**src/dio_pkg.sv**
```systemverilog
// constants and types shared by the direct i/o host port
package dio_pkg;
  localparam int CLK_PERIOD_NS = 25;
  localparam int WAIT_MAX_NS = 4000;
  localparam int WAIT_MAX_CYC = WAIT_MAX_NS / CLK_PERIOD_NS;
  localparam int WAIT_W = 8;
  localparam int NUM_REGS = 16;
  localparam int SEL_W = 4;
  localparam logic [15:0] REG_RESET = 16'h0000;
  localparam int SEL_EXT_BIT = 3;

  typedef enum logic [2:0] {
    ST_IDLE = 3'b000,
    ST_DIR = 3'b001,
    ST_ENA = 3'b010,
    ST_WAIT = 3'b011,
    ST_RDY = 3'b100,
    ST_END = 3'b101
  } dio_state_t;
endpackage : dio_pkg

```
**src/dio_host_port.sv**
```systemverilog
// slave sequencer for the separate-strobe direct i/o host port
`timescale 1ns/1ps
module dio_host_port (
  input wire logic mclk, // 40 MHz clock
  input wire logic rst_b, // synchronous reset, active low
  input wire logic ce, // clock enable, freezes state when low
  input wire logic host_chip_select_n, // chip select
  input wire logic host_read_strobe_n, // read strobe
  input wire logic host_write_strobe_n, // write strobe
  input wire logic int_ack_strobe_n, // unused here, stays high
  input wire logic select_latch_strobe, // select latch, tie high to bypass
  input wire logic high_byte_enable_n, // high byte lane enable
  input wire logic reg_select_ext, // extended register select
  input wire logic [2:0] reg_select_bits, // register select
  input wire logic bus8_mode, // 8-bit bus mode strap
  input wire logic regs_ready, // host interface register ready
  input wire logic [7:0] host_data_high_i, // data high byte in
  input wire logic [7:0] host_data_low_i, // data low byte in
  output logic [7:0] host_data_high_o, // data high byte out
  output logic [7:0] host_data_low_o, // data low byte out
  output logic host_data_oe, // data output enable
  output logic buffer_direction, // low: toward device
  output logic buffer_enable_n, // buffer enable
  output logic host_ready_n_o, // ready level
  output logic host_ready_oe, // ready drive enable
  output logic wait_timeout // pulse: wait limit passed
);
  import dio_pkg::*;

  // two-flop synchronisers for the asynchronous inputs
  logic [9:0] s1_r, s2_r;
  logic [9:0] raw;
  assign raw = {host_chip_select_n, host_read_strobe_n, host_write_strobe_n,
                select_latch_strobe, high_byte_enable_n, reg_select_ext,
                reg_select_bits, int_ack_strobe_n};
  always_ff @(posedge mclk) begin
    if (!rst_b) begin
      s1_r <= 10'h3FF;
      s2_r <= 10'h3FF;
    end else if (ce) begin
      s1_r <= raw;
      s2_r <= s1_r;
    end
  end
  logic cs_n, rd_n, wr_n, las, bhe_n, sx;
  logic [2:0] rs;
  assign cs_n = s2_r[9];
  assign rd_n = s2_r[8];
  assign wr_n = s2_r[7];
  assign las = s2_r[6];
  assign bhe_n = s2_r[5];
  assign sx = s2_r[4];
  assign rs = s2_r[3:1];

  // select latch: capture on falling edge, else transparent while high
  logic las_d_r, las_d_nxt, lat_valid_r, lat_valid_nxt;
  logic [5:0] lat_r, lat_nxt;
  logic [5:0] sel_live, sel_use;
  assign sel_live = {cs_n, bhe_n, sx, rs};
  always_comb begin
    las_d_nxt = las;
    lat_nxt = lat_r;
    lat_valid_nxt = lat_valid_r;
    if (las_d_r && !las) begin
      lat_nxt = sel_live;
      lat_valid_nxt = 1'b1;
    end else if (las) begin
      lat_valid_nxt = 1'b0;
    end
  end
  always_ff @(posedge mclk) begin
    if (!rst_b) begin
      las_d_r <= 1'b1;
      lat_r <= 6'h3F;
      lat_valid_r <= 1'b0;
    end else if (ce) begin
      las_d_r <= las_d_nxt;
      lat_r <= lat_nxt;
      lat_valid_r <= lat_valid_nxt;
    end
  end
  // strapped high means selects are used directly
  assign sel_use = lat_valid_r ? lat_r : sel_live;

  function automatic logic [SEL_W-1:0] reg_index(input logic [5:0] s);
    reg_index = {s[SEL_EXT_BIT], s[2:0]};
  endfunction : reg_index

  // cycle start: later of chip select and a strobe low
  logic eff_cs_n, rd_act, wr_act, cyc_act;
  assign eff_cs_n = lat_valid_r ? lat_r[5] : cs_n;
  assign rd_act = !eff_cs_n && !rd_n;
  assign wr_act = !eff_cs_n && !wr_n;
  assign cyc_act = rd_act || wr_act;

  // main sequencer
  dio_state_t st_r, st_nxt;
  logic is_wr_r, is_wr_nxt, dir_r, dir_nxt, ben_r, ben_nxt;
  logic rdy_r, rdy_nxt, roe_r, roe_nxt, doe_r, doe_nxt, tmo_r, tmo_nxt;
  logic [WAIT_W-1:0] wcnt_r, wcnt_nxt;
  logic [SEL_W-1:0] idx_r, idx_nxt;
  logic bhe_r, bhe_nxt;
  logic [15:0] wd_r, wd_nxt;
  logic wr_lo, wr_hi;
  logic [15:0] rdata;

  always_comb begin
    st_nxt = st_r;
    is_wr_nxt = is_wr_r;
    dir_nxt = dir_r;
    ben_nxt = ben_r;
    rdy_nxt = rdy_r;
    roe_nxt = roe_r;
    doe_nxt = doe_r;
    tmo_nxt = 1'b0;
    wcnt_nxt = wcnt_r;
    idx_nxt = idx_r;
    bhe_nxt = bhe_r;
    wd_nxt = wd_r;
    wr_lo = 1'b0;
    wr_hi = 1'b0;
    case (st_r)
      ST_IDLE: begin
        if (cyc_act) begin
          is_wr_nxt = wr_act;
          idx_nxt = reg_index(sel_use);
          bhe_nxt = !sel_use[4] && !bus8_mode;
          if (wr_act) begin
            dir_nxt = 1'b0;
            st_nxt = ST_DIR;
          end else begin
            ben_nxt = 1'b0;
            st_nxt = ST_ENA;
          end
        end
      end
      ST_DIR: begin
        ben_nxt = 1'b0;
        st_nxt = ST_ENA;
      end
      ST_ENA: begin
        wcnt_nxt = '0;
        doe_nxt = !is_wr_r;
        st_nxt = ST_WAIT;
      end
      ST_WAIT: begin
        // ready after data driven and register ready, or forced once wcnt_r reaches WAIT_MAX_CYC - 2
        if (regs_ready || wcnt_r == WAIT_W'(WAIT_MAX_CYC - 2)) begin
          tmo_nxt = !regs_ready;
          rdy_nxt = 1'b0;
          roe_nxt = 1'b1;
          st_nxt = ST_RDY;
        end else begin
          wcnt_nxt = wcnt_r + WAIT_W'(1);
        end
        wd_nxt = {host_data_high_i, host_data_low_i};
      end
      ST_RDY: begin
        if (is_wr_r) begin
          wd_nxt = {host_data_high_i, host_data_low_i};
        end
        if (!cyc_act) begin
          ben_nxt = 1'b1;
          rdy_nxt = 1'b1;
          doe_nxt = 1'b0;
          dir_nxt = 1'b1;
          if (is_wr_r) begin
            wr_lo = 1'b1;
            wr_hi = bhe_r;
          end
          st_nxt = ST_END;
        end
      end
      ST_END: begin
        roe_nxt = 1'b0;
        st_nxt = ST_IDLE;
      end
      default: begin
        st_nxt = ST_IDLE;
      end
    endcase
  end

  always_ff @(posedge mclk) begin
    if (!rst_b) begin
      st_r <= ST_IDLE;
      is_wr_r <= 1'b0;
      dir_r <= 1'b1;
      ben_r <= 1'b1;
      rdy_r <= 1'b1;
      roe_r <= 1'b0;
      doe_r <= 1'b0;
      tmo_r <= 1'b0;
      wcnt_r <= '0;
      idx_r <= '0;
      bhe_r <= 1'b0;
      wd_r <= 16'h0000;
    end else if (ce) begin
      st_r <= st_nxt;
      is_wr_r <= is_wr_nxt;
      dir_r <= dir_nxt;
      ben_r <= ben_nxt;
      rdy_r <= rdy_nxt;
      roe_r <= roe_nxt;
      doe_r <= doe_nxt;
      tmo_r <= tmo_nxt;
      wcnt_r <= wcnt_nxt;
      idx_r <= idx_nxt;
      bhe_r <= bhe_nxt;
      wd_r <= wd_nxt;
    end
  end

  // write uses data captured while enable was still low
  dio_regfile u_regs (
    .mclk(mclk),
    .ce(ce),
    .rst_b(rst_b),
    .addr(idx_r),
    .wr_lo(wr_lo),
    .wr_hi(wr_hi),
    .wdata(wd_r),
    .rdata(rdata)
  );

  // read data register; high byte zero in 8-bit mode
  logic [15:0] dout_r, dout_nxt;
  always_comb begin
    dout_nxt = rdata;
    if (bus8_mode) dout_nxt[15:8] = 8'h00;
  end
  always_ff @(posedge mclk) begin
    if (!rst_b) dout_r <= 16'h0000;
    else if (ce) dout_r <= dout_nxt;
  end

  assign host_data_high_o = dout_r[15:8];
  assign host_data_low_o = dout_r[7:0];
  assign host_data_oe = doe_r;
  assign buffer_direction = dir_r;
  assign buffer_enable_n = ben_r;
  assign host_ready_n_o = rdy_r;
  assign host_ready_oe = roe_r;
  assign wait_timeout = tmo_r;
endmodule : dio_host_port

```
**src/dio_regfile.sv**
```systemverilog
// sixteen-word register store with byte lane writes and registered read
`timescale 1ns/1ps
module dio_regfile (
  input wire logic mclk, // clock
  input wire logic ce, // clock enable
  input wire logic rst_b, // synchronous reset, active low
  input wire logic [3:0] addr, // word select
  input wire logic wr_lo, // write low byte
  input wire logic wr_hi, // write high byte
  input wire logic [15:0] wdata, // write data
  output logic [15:0] rdata // registered read data
);
  import dio_pkg::*;
  logic [15:0] mem_r [NUM_REGS];
  logic [15:0] rdata_nxt;

  // read mux
  always_comb begin
    rdata_nxt = mem_r[addr];
  end

  // store and read register
  always_ff @(posedge mclk) begin
    if (!rst_b) begin
      for (int i = 0; i < NUM_REGS; i++) mem_r[i] <= REG_RESET;
      rdata <= REG_RESET;
    end else if (ce) begin
      if (wr_lo) mem_r[addr][7:0] <= wdata[7:0];
      if (wr_hi) mem_r[addr][15:8] <= wdata[15:8];
      rdata <= rdata_nxt;
    end
  end
endmodule : dio_regfile

```
**config.mk**
```make
export PLATFORM = sky130hd
export DESIGN_NAME = dio_host_port
export DESIGN_NICKNAME = d
export VERILOG_FILES = /design/src/dio_pkg.sv /design/src/dio_host_port.sv /design/src/dio_regfile.sv
export SDC_FILE = /design/constraint.sdc
export NUM_CORES = 1
export LEC_CHECK = 0
export BUFFER_PORTS_ARGS = -buffer_cell sky130_fd_sc_hd__buf_2
export CAP_MARGIN = 20
export CORE_MARGIN = 2
export CORE_UTILIZATION = 45
export DETAILED_ROUTE_END_ITERATION = 10
export HOLD_SLACK_MARGIN = 0.02
export SYNTH_ARGS = -nofsm -noshare
export SYNTH_HDL_FRONTEND = slang
export SYNTH_HIERARCHICAL = 1
export SYNTH_SLANG_ARGS = --single-unit
export TNS_END_PERCENT = 50
```
**constraint.sdc**
```tcl
create_clock -name mclk -period 2.8 [get_ports mclk]
set_input_delay 0.42 -clock mclk [delete_from_list [all_inputs] [get_ports mclk]]
set_output_delay 0.42 -clock mclk [all_outputs]
set_load 0.01 [all_outputs]
```
==> flow_summary.toml <==
[logic_synthesis]
ys_warn_count = 6
synth_seq_cells = 353
ys.flop_type = "edfxtp_1"
synth_edf_count = 256
syn_area_mm2 = 0.0160
seq_area_frac_synth_pct = 60.3
avgSynthCellArea_um2 = 12.6
syn-instance-count = 1267
yosysUniqueCellTypes = 63
syn-num-nets = 1300
ys_async_sr_fraction_pct = 0

[global_routing]
grt_max_degree = 81
grt.overflow.total = 0
grt_pass1_wl_mm = 54.4
grt_use_total_pct = 19.5
grt_pass1_vias = 9520
antenna_found_initial = 0

[clock_tree]
clockBufferDepth = 3
cts_tree = "yes"
root_buffer = "clkbuf_16"
clock_latency_ns = 0.52
htreeDepth = 2
hold_buffers = 0
cts_resized = 0
clk_pin_slew_ns = 0.06
postCtsSetupRepairBufs = 0
cts_sinks = 353
cts_buffers = 38

[timing]
slew-limit-headroom_pct = 44.3
fin_crit_ns = 2.54
tightest_slew_ns = 0.834
skew_ns = 0.0130
max_freq_mhz = 393
setup_viol = 0
rsz0062_at_grt = "no"
setup-tns-final_ns = 0
finalMaxSlewViolations = 0
finalHoldViolations = 0
fin_crit_sh_pct = 90.8

[cells_and_area]
num-fill-cells = 2991
fin_util_pct = 52.0
layout-drive-gt1-share_pct = 15.2
final_nets = 1374
diodes = 0
area_growth_syn_to_layout_pct = 13.0

[floorplanning]
dieArea_mm2 = 0.0370
io_pins = 53
die_y_um = 192
die_w_um = 192
fp.coreArea_mm2 = 0.0347
row_count = 68
start_util_pct = 46.0

[worst_setup_path]
required_ns = 2.97
cp.arrival_ns = 2.71
crit_path_start_kind = "register"
endpoint_kind = "register"
rrSetupSlack_ns = 0.26
worstSetupPathType = "reg -> reg"
cp_max_fo = 8

[power_and_ir_drop]
vdd_ir_drop_max_uv = 593
p_per_area_mw_per_mm2 = 614
p_leak_nw = 6.64

[routing]
wire_per_inst_um = 19.2
drt_iter0_drc = 639
drtAntennaViolNets = 0
vias_per_cell = 5.27
vias = 9616
drt_pass1_iterations = 5
wirelength_mm = 35.1
drc = 0

[outcome]
status = "finished clean"

[job]
drv_cap = 0

[place]
gp_congestion = 0.844
portBuffers = 51
dp_hpwl_mm = 23.4

[min_path]
hold_path_class = "in -> reg"
## metrics by stage
stage	hold WS, ns	instance area (um2)	std cells	setup WS (ns)	total power, W
3_3_place_gp	0.433	16800	1756	0.361	0.00630
3_5_place_dp	0.434	16800	1756	0.311	0.00631
5_1_grt	0.108	18000	1824	0.0948	0.0114
2_1_floorplan	0.440	16000	1267	0.344	0.00615
4_1_cts	0.109	18000	1824	0.282	0.0112
6_report	0.120	18000	1824	0.257	0.0111
## metal layers
layer / track usage, % / vias to the layer above / part of all wire, %
met2: 30.2 / 214 / 44
met1: 27.9 / 4660 / 48
met5: 0 / - / 0
li1: - / 4693 / -
met4: 5.73 / 0 / 2.2
met3: 3.62 / 49 / 5.7
## flip-flops by register name, summed over array words and instances, names as in the netlist, 3 cells and up
name	flops
dout_r	16
idx_r	4
s1_r	9
s2_r	9
wd_r	16
u_regs/mem_r	256
st_r	3
lat_r	6
wcnt_r	8
u_regs/rdata	16
## cell type report
type	count	area (um2)	share of cell area, %
clock inverters	19	159	0.881
flip-flops and latches	353	9640	53.4
clock buffers	49	1060	5.85
well taps	455	569	3.16
multi-input cells	830	5840	32.3
inverters	4	15.0	0.0832
repair buffers	114	771	4.27
## report_power, final
group | internal [W] | switching, W
sequential | 0.00575 | 0.0000601
clock | 0.00293 | 0.00194
combinational | 0.000152 | 0.000238
total | 0.00883 | 0.00224
## path summary, 6_finish.rpt
kind	endpoint	cells after the start	start
setup / recovery	u_regs/mem_r[0][15]	8	st_r[2]
hold / removal	s1_r[5]	3	high_byte_enable_n
hold reg to reg	buffer_direction	1	buffer_direction
setup reg to reg	u_regs/mem_r[0][15]	8	st_r[2]
## cells in the mapped netlist, types with 3 or more instances
| master | number | area share [%] |
|---|---|---|
| a2bb2oi_1 | 16 | 0.88 |
| and2_1 | 260 | 10 |
| clkbuf_1 | 36 | 0.85 |
| xor2_1 | 6 | 0.33 |
| o211a_1 | 4 | 0.25 |
| and3_1 | 4 | 0.16 |
| nand4_1 | 5 | 0.20 |
| dfxtp_1 | 97 | 12 |
| nand3_1 | 30 | 0.94 |
| mux2i_1 | 146 | 9.2 |
| nor2_1 | 50 | 1.2 |
| inv_1 | 4 | 0.094 |
| nor2_2 | 4 | 0.16 |
| o22ai_1 | 32 | 1.3 |
| a31oi_1 | 17 | 0.67 |
| nor2b_1 | 46 | 1.8 |
| a21o_1 | 3 | 0.14 |
| buf_6 | 15 | 1.1 |
| nor3_2 | 7 | 0.44 |
| nand2b_1 | 18 | 0.71 |
| mux4_2 | 16 | 2.3 |
| buf_2 | 14 | 0.44 |
| a21oi_1 | 15 | 0.47 |
| nand2_1 | 67 | 1.6 |
| edfxtp_1 | 256 | 48 |
| o21ai_0 | 45 | 1.4 |
| buf_4 | 9 | 0.42 |
| buf_1 | 4 | 0.094 |
## cell families after synthesis
kind of cell | synth area share (%)
simple gates | 18.6
flops | 60.3
mux | 11.5
compound gates | 5.96
buf+inv | 3.13
xor+xnor | 0.329
fa+ha+maj | 0.157
## critical path, stage by stage (launching register included)
cell and delay [ns]:
dfxtp_1 0.33, nor3b_2 0.26, nand2_1 0.11, nor2_1 0.28, and2_1 0.20, and3b_1 0.19, nand2_1 0.22, nor3_2 0.20
nand2b_1 0.40
## cells in the final DEF, fill, tap and decap left out, types with 3 or more instances in the layout
| master | Yosys | routed |
|---|---|---|
| a21o_1 | 3 | 3 |
| a21oi_1 | 15 | 15 |
| a2bb2oi_1 | 16 | 16 |
| a31oi_1 | 17 | 17 |
| and2_1 | 260 | 260 |
| and3_1 | 4 | 4 |
| buf_12 | 1 | 3 |
| buf_2 | 14 | 49 |
| buf_4 | 9 | 62 |
| bufinv_16 | 0 | 3 |
| clkbuf_1 | 36 | 8 |
| clkbuf_16 | 0 | 41 |
| clkinv_1 | 0 | 9 |
| clkinv_2 | 0 | 7 |
| dfxtp_1 | 97 | 95 |
| edfxtp_1 | 256 | 256 |
| inv_1 | 4 | 4 |
| mux2i_1 | 146 | 146 |
| mux4_2 | 16 | 16 |
| nand2_1 | 67 | 67 |
| nand2b_1 | 18 | 18 |
| nand3_1 | 30 | 30 |
| nand4_1 | 5 | 5 |
| nor2_1 | 50 | 50 |
| nor2_2 | 4 | 4 |
| nor2b_1 | 46 | 46 |
| nor3_2 | 7 | 7 |
| o211a_1 | 4 | 4 |
| o21ai_0 | 45 | 45 |
| o22ai_1 | 32 | 32 |
| xor2_1 | 6 | 6 |
Note: power is estimated with default switching activity, not from simulation.
